$ cat src/pos_pkg.sv
// Package for the PWM output steering block: register map, fields, types
package pos_pkg;

    // Register byte addresses on the AHB-Lite slave
    localparam logic [7:0] STEER_CTRL_ADDR   = 8'h00;  // Steering control register
    localparam logic [7:0] CCP_CFG_ADDR      = 8'h04;  // Mode and output config
    localparam logic [7:0] STEER_STAT_ADDR   = 8'h08;  // Applied steering and status

    // Steering control field positions
    localparam int         STEER_A_BIT       = 0;      // Output A enable
    localparam int         STEER_D_BIT       = 3;      // Output D enable
    localparam int         STEER_SYNC_BIT    = 4;      // Sync select
    localparam logic [7:0] STEER_CTRL_RESET  = 8'h01;  // Output A on after reset
    localparam logic [7:0] STEER_CTRL_MASK   = 8'h1f;  // Bits 7..5 read as zero

    // CCP configuration register layout
    localparam int         CCP_MODE_LSB      = 0;      // ccp_mode_field [3:0]
    localparam int         PWM_CFG_LSB       = 4;      // pwm_output_config_field [5:4]
    localparam logic [7:0] CCP_CFG_RESET     = 8'h00;  // Steering disabled
    localparam logic [1:0] CCP_MODE_PWM      = 2'b11;  // Upper mode bits for PWM
    localparam logic [1:0] PWM_CFG_SINGLE    = 2'b00;  // Single-output config

    // AHB transfer type
    localparam logic [1:0] HTRANS_NONSEQ     = 2'b10;  // Only single transfers

    // Bus address phase captured for the data phase
    typedef struct packed {
        logic       valid;    // Pending write data phase
        logic [7:0] addr;     // Captured byte address
    } pos_wr_phase_t;

    // Whole state of the block
    typedef struct packed {
        pos_wr_phase_t wr;            // Pending write
        logic [7:0]    rd_addr;       // Read address captured
        logic [31:0]   hrdata;        // Read data output
        logic [7:0]    ctrl;          // Steering control as written
        logic [7:0]    ccp_cfg;       // Mode and config
        logic [3:0]    applied;       // Steering enables in effect
        logic          pending;       // Deferred update waiting
        logic [3:0]    pin_out;       // Pin data out
        logic [3:0]    pin_oe_n;      // Pin output enable, low drives
    } pos_state_t;

endpackage

$ cat src/pos_steer.sv
// PWM output steering for one enhanced capture/compare/PWM channel
`timescale 1ns/1ps

////////////////////////////////////////////////////////////////////////////////
module pos_steer
    import pos_pkg::*;
(
    input  wire logic        MCLK_I,          // System clock, 20 MHz
    input  wire logic        SYS_RST_I,       // Synchronous reset, active high
    input  wire logic        HSEL_I,          // AHB slave select
    input  wire logic [7:0]  HADDR_I,         // AHB byte address
    input  wire logic [1:0]  HTRANS_I,        // AHB transfer type
    input  wire logic        HWRITE_I,        // AHB write
    input  wire logic [2:0]  HSIZE_I,         // AHB size, word only
    input  wire logic [31:0] HWDATA_I,        // AHB write data
    input  wire logic        HREADY_I,        // AHB bus ready
    output logic      [31:0] HRDATA_O,        // AHB read data
    output logic             HREADYOUT_O,     // Always ready
    output logic             HRESP_O,         // Always OKAY
    input  wire logic        PWM_I,           // Raw PWM waveform
    input  wire logic        PERIOD_START_I,  // Pulse at PWM period start
    input  wire logic [3:0]  PORT_DATA_I,     // Port data per pin, A at 0
    input  wire logic [3:0]  PORT_DIR_IN_I,   // Port direction, 1 is input
    output logic      [3:0]  PIN_OUT_O,       // Pin output level
    output logic      [3:0]  PIN_OE_N_O       // Pin enable, low drives
);

    pos_state_t st_reg;
    pos_state_t st_next;

    // Decode of a bus address phase
    function automatic logic bus_phase(input logic sel, input logic [1:0] tr,
                                       input logic rdy);
        return sel && rdy && (tr == HTRANS_NONSEQ);
    endfunction

    logic       steer_mode;   // Steering allowed by config
    logic [3:0] new_sel;      // Enables from the control register
    logic       pol_a;        // Polarity for A and C
    logic       pol_b;        // Polarity for B and D
    logic [7:0] wr_ctrl;      // Control after write this cycle
    logic [7:0] wr_cfg;       // Config after write this cycle

    ////////////////////////////////////////////////////////////////////////////
    // Next-state logic
    always_comb begin
        st_next = st_reg;
        wr_ctrl = st_reg.ctrl;
        wr_cfg  = st_reg.ccp_cfg;
        // Write data phase lands in registers
        if (st_reg.wr.valid) begin
            if (st_reg.wr.addr == STEER_CTRL_ADDR) begin
                wr_ctrl = HWDATA_I[7:0] & STEER_CTRL_MASK;
            end
            if (st_reg.wr.addr == CCP_CFG_ADDR) begin
                wr_cfg = {2'b00, HWDATA_I[5:0]};
            end
        end
        st_next.ctrl    = wr_ctrl;
        st_next.ccp_cfg = wr_cfg;
        st_next.wr.valid = 1'b0;
        // Address phase capture; the slave never stalls
        if (bus_phase(HSEL_I, HTRANS_I, HREADY_I)) begin
            st_next.wr.valid = HWRITE_I;
            st_next.wr.addr  = HADDR_I;
            st_next.rd_addr  = HADDR_I;
            if (!HWRITE_I) begin
                // Read sees a write whose data phase lands in this same cycle
                unique case (HADDR_I)
                    STEER_CTRL_ADDR: st_next.hrdata = {24'h000000, wr_ctrl};
                    CCP_CFG_ADDR:    st_next.hrdata = {24'h000000, wr_cfg};
                    STEER_STAT_ADDR: st_next.hrdata = {26'h0000000, st_reg.pending,
                                                       steer_mode, st_reg.applied};
                    default:         st_next.hrdata = 32'h00000000;
                endcase
            end
        end
        // Apply selection: immediate or deferred to the period start
        if (wr_ctrl[STEER_SYNC_BIT]) begin
            if (PERIOD_START_I) begin
                st_next.applied = wr_ctrl[STEER_D_BIT:STEER_A_BIT];
                st_next.pending = 1'b0;
            end else begin
                // Flag drops again if software writes back the set in effect
                st_next.pending = (wr_ctrl[STEER_D_BIT:STEER_A_BIT] != st_reg.applied);
            end
        end else begin
            st_next.applied = wr_ctrl[STEER_D_BIT:STEER_A_BIT];
            st_next.pending = 1'b0;
        end
        // Pin muxing per output
        for (int i = 0; i < 4; i++) begin
            if (steer_mode && st_reg.applied[i]) begin
                st_next.pin_out[i]  = PWM_I ^ ((i % 2 == 0) ? pol_a : pol_b);
                st_next.pin_oe_n[i] = 1'b0;
            end else begin
                st_next.pin_out[i]  = PORT_DATA_I[i];
                st_next.pin_oe_n[i] = PORT_DIR_IN_I[i];
            end
        end
    end

    ////////////////////////////////////////////////////////////////////////////
    // Mode decode; low mode bits give active-low for pairs A/C and B/D
    assign steer_mode = (st_reg.ccp_cfg[CCP_MODE_LSB+3:CCP_MODE_LSB+2] == CCP_MODE_PWM)
                     && (st_reg.ccp_cfg[PWM_CFG_LSB+1:PWM_CFG_LSB] == PWM_CFG_SINGLE);
    assign pol_a   = st_reg.ccp_cfg[CCP_MODE_LSB+1];
    assign pol_b   = st_reg.ccp_cfg[CCP_MODE_LSB];
    assign new_sel = st_reg.ctrl[STEER_D_BIT:STEER_A_BIT];

    ////////////////////////////////////////////////////////////////////////////
    // State register
    always_ff @(posedge MCLK_I) begin
        if (SYS_RST_I) begin
            st_reg          <= '0;
            st_reg.ctrl     <= STEER_CTRL_RESET;
            st_reg.ccp_cfg  <= CCP_CFG_RESET;
            st_reg.applied  <= STEER_CTRL_RESET[3:0];
            st_reg.pin_oe_n <= 4'hf;
        end else begin
            st_reg <= st_next;
        end
    end

    // Outputs straight from flops; bus always ready and OKAY
    assign HRDATA_O    = st_reg.hrdata;
    assign HREADYOUT_O = 1'b1;
    assign HRESP_O     = 1'b0;
    assign PIN_OUT_O   = st_reg.pin_out;
    assign PIN_OE_N_O  = st_reg.pin_oe_n;
endmodule

$ cat config.mk
export PLATFORM = sky130hd
export DESIGN_NAME = pos_steer
export DESIGN_NICKNAME = d
export VERILOG_FILES = /design/src/pos_pkg.sv /design/src/pos_steer.sv
export SDC_FILE = /design/constraint.sdc
export NUM_CORES = 1
export LEC_CHECK = 0
export CELL_PAD_IN_SITES_DETAIL_PLACEMENT = 0
export CELL_PAD_IN_SITES_GLOBAL_PLACEMENT = 1
export CORE_ASPECT_RATIO = 0.9
export CORE_MARGIN = 4
export CORE_UTILIZATION = 48
export CTS_CLUSTER_SIZE = 14
export DETAILED_ROUTE_END_ITERATION = 10
export DONT_BUFFER_PORTS = 1
export PLACE_DENSITY = 0.94
export SETUP_SLACK_MARGIN = 0.5
export SLEW_MARGIN = 20
export SYNTH_ARGS = -nofsm -noshare
export SYNTH_HDL_FRONTEND = slang
export SYNTH_SLANG_ARGS = --single-unit
$ cat constraint.sdc
create_clock -name MCLK_I -period 4.8 [get_ports MCLK_I]
set_input_delay 0.72 -clock MCLK_I [delete_from_list [all_inputs] [get_ports MCLK_I]]
set_output_delay 0.72 -clock MCLK_I [all_outputs]
set_load 0.03 [all_outputs]
==> results of run 1 <==
layout make-up:
class	instances	area, um2	area share (%)
multi-input combinational	183	1110	49.6
sequential	46	921	41.2
tap	62	77.6	3.47
clock buffer	5	68.8	3.08
clock inverter	3	40.0	1.79
inverter	3	11.3	0.504
timing repair buffer	1	7.51	0.336
kinds of logic (layout without fill, tap and decap cells):
| family | after synthesis | in the layout | synth area share (%) |
|---|---|---|---|
| muxes | 12 | 12 | 5.83 |
| xor gates and xnor gates | 3 | 3 | 1.46 |
| DFF | 46 | 46 | 39.7 |
| and+or+nand+nor | 96 | 96 | 22.3 |
| buffers and inverters | 57 | 12 | 16.4 |
| other | 2 | 26 | 0.324 |
| AOI/OAI and AO/OA | 46 | 46 | 14.0 |
per-layer routing:
| metal | vias to the layer above | GRT usage, % | wire [um] |
|---|---|---|---|
| li1 | 807 | - | - |
| met1 | 774 | 20.2 | 2090 |
| met2 | 63 | 25.1 | 2270 |
| met3 | 8 | 5.93 | 392 |
| met4 | 0 | 5.63 | 68 |
| met5 | - | 0 | 0 |
worst max path at each step:
stage                            from  slack (ns)  cells after the start                        to
after floorplan           HTRANS_I[0]        2.70                      6  HRDATA_O[4]$_SDFFE_PP0P_
after global placement     HADDR_I[4]        2.25                      5  HRDATA_O[5]$_SDFFE_PP0P_
after detailed placement   HADDR_I[4]        2.12                      5  HRDATA_O[2]$_SDFFE_PP0P_
after CTS                  HADDR_I[4]        2.46                      5  HRDATA_O[2]$_SDFFE_PP0P_
after global routing       HADDR_I[4]        2.18                      5  HRDATA_O[5]$_SDFFE_PP0P_
final                      HADDR_I[4]        2.40                      5  HRDATA_O[2]$_SDFFE_PP0P_
cell usage after synthesis (all sizes together) (3+ instances only):
master	count	share of area (%)
nand2	35	5.7
inv	3	0.49
buf	43	14
a222oi	5	2.2
a21oi	17	3.7
nor2b	7	1.9
nand3	8	1.7
mux2i	3	1.3
nor3	5	1.6
nor2	13	2.1
nor3b	5	1.6
nand2b	3	0.81
clkbuf	11	1.8
a21o	6	1.9
a221oi	7	2.6
dfxtp	46	40
mux2	9	4.5
power groups by stage:
stage	Sequential, W	Combinational [W]	Clock (W)
finish	0.000397	0.0000445	0.000284
global placement	0.000406	0.0000433	0
floorplan	0.000398	0.0000753	0
global route	0.000398	0.0000477	0.000305
detailed placement	0.000407	0.0000439	0
CTS	0.000398	0.0000439	0.000289
worst max-delay path, cell delays in order:
cell	delay [ns]
nor4_1	0.48
nand2_1	0.18
nor3b_1	0.75
a222oi_1	0.16
a221oi_1	0.31
through the flow:
step	total power (W)	setup slack, ns	hold slack [ns]	instances	area (um2)
after floorplan	0.000473	2.70	0.432	286	2410
after global placement	0.000450	2.25	0.452	295	2130
after detailed placement	0.000451	2.12	0.459	295	2130
after CTS	0.000730	2.46	0.468	303	2230
after global routing	0.000751	2.18	0.456	303	2230
final	0.000726	2.40	0.469	303	2230
==> metrics.csv, run 1 <==
metric;value;unit
core-area;4550;um2
vias;1652;
ff2ff_setup_slack;2.56;ns
grt_pass1_wl;7.28;mm
skew;0.0108;ns
cts_setup_buffers;0;
synth_seq_cells;46;
cts_tree;yes;
die_h;73.9;um
initial_utilization;51.0;%
gp_congestion;0.779;
clk_latency;0.31;ns
max_cap_viol_count;0;
rsz0062_at_grt;false;
detail-route-antenna-nets;0;
pwr-share-clk;39.1;%
drt_iter0_markers;163;
hold_start;SYS_RST_I;
fp.dieW;81.3;um
area_delta_synth_final;-3.62;%
p_sw;0.000177;W
synthDistinctLibCells;46;
grt_pass1_vias;1475;
outcome;finished, final reports clean;
row_count;23;
io_pins;102;
cts_resized;0;
num-nets-final;300;
yosysSeqAreaShare;39.7;%
antenna_found_initial;0;
min_period_over_period;50.1;%
cts_hold_buf;0;
cts_buffers;5;
wl_per_cell;15.9;um
syn_area_per_cell;8.85;um2
whs_endpoint;HRDATA_O[6]$_SDFFE_PP0P_;
cts-root-buf;clkbuf_8;
wl;4.82;mm
dieArea;6010;um2
p_comb_share;6.1;%
layout_common_cells;dfxtp_1 (46), nand2_1 (35), conb_1 (26);
hold_violations;0;
cp.arrival;2.61;ns
firstDrtPassIters;6;
finalSetupTns;0;ns
hp-class;input pin to flip-flop;
grt_usage;16.0;%
io_buffers;0;
hold_depth;1;
min_period;2.40;ns
slew_violations;0;
syn_inst;262;
crit_type;input pin to flip-flop;
clkTransAtPathRegs;0.09;ns
final_common_cell;dfxtp_1;
max-slew-margin-rel;41.2;%
fill_cells;464;
p_leak;0.803;nW
syn_area;2320;um2
end_kind;flip-flop;
yosysWarningCount;0;
powerDensity;325;nW/um2
clockBufferDepth;2;
setup_viol;0;
largest_reg_flops;24;
drc;0;
fmax;416;MHz
hpwl;3.48;mm
cp_data_required_time;5.01;ns
r2r_end;HRDATA_O[1]$_SDFFE_PP0P_;
n_antenna_cell;0;
grt_overflow;0;
rr_worst_depth;5;
peakVddDrop;0.137;mV
tightest_slew;0.880;ns
grt_max_degree;47;
synthFlopType;dfxtp_1;
final_util;49.1;%
startpoint_type;input pin;
seqPwrFrac;54.8;%
r2r_start;st_reg[76]$_SDFFE_PP0P_;
cp_max_fo;6;
drive_above_1_share;9.54;%
cts.htree.levels;2;
netSwitchingFraction;24.3;%
vias_per_cell;5.45;
synth_edf_count;0;
p_int;0.000549;W
synthArstFlopShare;0;%
clkSinkCount;46;
(Power assumes the default switching activity.)
==> inputs of run 2 (changes only) <==
--- a/config.mk
+++ b/config.mk
@@ -9,11 +9,11 @@
 export CELL_PAD_IN_SITES_GLOBAL_PLACEMENT = 1
 export CORE_ASPECT_RATIO = 0.9
 export CORE_MARGIN = 4
-export CORE_UTILIZATION = 48
+export CORE_UTILIZATION = 45
 export CTS_CLUSTER_SIZE = 14
 export DETAILED_ROUTE_END_ITERATION = 10
 export DONT_BUFFER_PORTS = 1
-export PLACE_DENSITY = 0.94
+export PLACE_DENSITY = 0.9
 export SETUP_SLACK_MARGIN = 0.5
 export SLEW_MARGIN = 20
 export SYNTH_ARGS = -nofsm -noshare
==> constraint.sdc (replaced) <==
create_clock -name MCLK_I -period 2.42 [get_ports MCLK_I]
set_input_delay 0.363 -clock MCLK_I [delete_from_list [all_inputs] [get_ports MCLK_I]]
set_output_delay 0.363 -clock MCLK_I [all_outputs]
set_load 0.03 [all_outputs]
==> metrics.csv, run 2 (same netlist as run 1, synthesis figures left out) <==
metric;value;unit
outcome;finished, final reports clean;
clockBufferDepth;2;
dieArea;6370;um2
r2r_end;st_reg[8]$_SDFF_PP0_;
drt_iter0_markers;122;
num-nets-final;314;
n_antenna_cell;0;
max_cap_viol_count;0;
end_kind;flip-flop;
cp_cell_sequence;or4b_4 > or3_4 > mux2_4 > xnor2_2 > a31oi_1;
clk_latency;0.30;ns
multi_input_area;1160;um2
slew_violations;0;
grt_pass1_vias;1581;
io_pins;102;
powerDensity;602;nW/um2
whs_endpoint;HRDATA_O[3]$_SDFFE_PP0P_;
cp_slowest_cell;or4b_4;
skew;0.00980;ns
min_period_over_period;83.5;%
wl;5.17;mm
hold_slack;0.123;ns
die_h;76.1;um
antenna_found_initial;0;
seq_area;927;um2
cts-root-buf;clkbuf_8;
setup_viol;0;
initial_utilization;47.1;%
hpwl;3.49;mm
min_period;2.02;ns
grt_max_degree;47;
peakVddDrop;0.245;mV
fill_cells;476;
layout_common_cells;dfxtp_1 (43), nand2_1 (35), conb_1 (26);
largest_reg_flops;24;
p_leak;0.895;nW
final_common_cell;dfxtp_1;
cts_buffers;5;
firstDrtPassIters;4;
hold_depth;1;
hp-class;input pin to flip-flop;
wl_per_cell;16.1;um
io_buffers;0;
drc;0;
crit_type;flip-flop to flip-flop;
hold_start;SYS_RST_I;
ff2ff_setup_slack;0.40;ns
cp_max_fo;5;
tightest_slew;0.505;ns
drive_above_1_share;18.0;%
hold_violations;0;
detail-route-antenna-nets;0;
finalSetupTns;0;ns
clkTransAtPathRegs;0.09;ns
gp_congestion;0.824;
clkSinkCount;46;
vias_per_cell;5.36;
area_delta_synth_final;3.94;%
fmax;495;MHz
core-area;4920;um2
row_count;24;
grt_pass1_wl;8.09;mm
grt_usage;15.5;%
cts_tree;yes;
rsz0062_at_grt;true;
cp.arrival;2.25;ns
cts.htree.levels;2;
fp.dieW;83.7;um
startpoint_type;flip-flop;
critPathMaxStageDelay;0.55;ns
r2r_start;st_reg[69]$_SDFFE_PP0P_;
grt_overflow;0;
rr_worst_depth;5;
cp_data_required_time;2.65;ns
vias;1716;
max-slew-margin-rel;66.0;%
[run 2: changes by cell type in the layout (fill, tap and decap cells not counted), sizes merged]
cell	change
buf	+14
[run 2: worst max path at each step]
stage | startpoint | endpoint | slack [ns] | cells after the start
after global placement | st_reg[75]$_SDFFE_PP0P_ | st_reg[8]$_SDFF_PP0_ | 0.29 | 5
after global routing | st_reg[72]$_SDFFE_PP0P_ | st_reg[8]$_SDFF_PP0_ | 0.35 | 6
after floorplan | st_reg[75]$_SDFFE_PP0P_ | st_reg[8]$_SDFF_PP0_ | 0.44 | 6
after detailed placement | st_reg[75]$_SDFFE_PP0P_ | st_reg[8]$_SDFF_PP0_ | 0.29 | 5
final | st_reg[69]$_SDFFE_PP0P_ | st_reg[8]$_SDFF_PP0_ | 0.40 | 5
after CTS | st_reg[70]$_SDFFE_PP0P_ | st_reg[8]$_SDFF_PP0_ | 0.41 | 5
[run 2: per-layer routing]
metal	vias up	GRT usage, %	share of wire (%)
met3	7	3.46	7.2
li1	835	-	-
met1	812	19.7	44
met4	0	6.75	1.6
met5	-	0	0
met2	62	25.1	47
[run 2: power by group]
part	switching, W	internal, W	leakage (nW)
Sequential	0.0000215	0.000767	0.375
Clock	0.000263	0.000304	0.0579
Combinational	0.0000723	0.0000218	0.462
[run 2: worst max-delay path: cells and delay by family (launching register included)]
kind	cells	cell delay, ns
AO/OA/AOI/OAI	1	0.13
XOR/XNOR	1	0.13
flip-flops	1	0.36
multiplexers	1	0.35
AND/OR/NAND/NOR	2	0.99
[run 2: per-stage QoR]
step	setup slack (ns)	area, um2	instances	util (%)	total power [W]
2_1_floorplan	0.439	2410	286	-	0.000939
3_3_place_gp	0.289	2150	301	43.7	0.000893
3_5_place_dp	0.293	2150	301	43.7	0.000894
4_1_cts	0.414	2360	318	47.9	0.00145
5_1_grt	0.354	2410	320	48.9	0.00149
6_report	0.399	2410	320	48.9	0.00145
[run 2: cell type report]
class | count | share of cell area [%]
Tap cell | 65 | 3.37
Clock inverter | 3 | 1.66
Clock buffer | 5 | 2.86
Multi-Input combinational cell | 183 | 48.2
Inverter | 3 | 0.467
Timing Repair Buffer | 15 | 4.98
Sequential cell | 46 | 38.5
[run 2: timing repair]
action / CTS / global route
endpoints found under the setup margin: 14 / 14
pin swaps: 6 / 5
gates resized for setup: 9 / 7
hold buffers: 0 / 0
setup buffers: 9 / 2
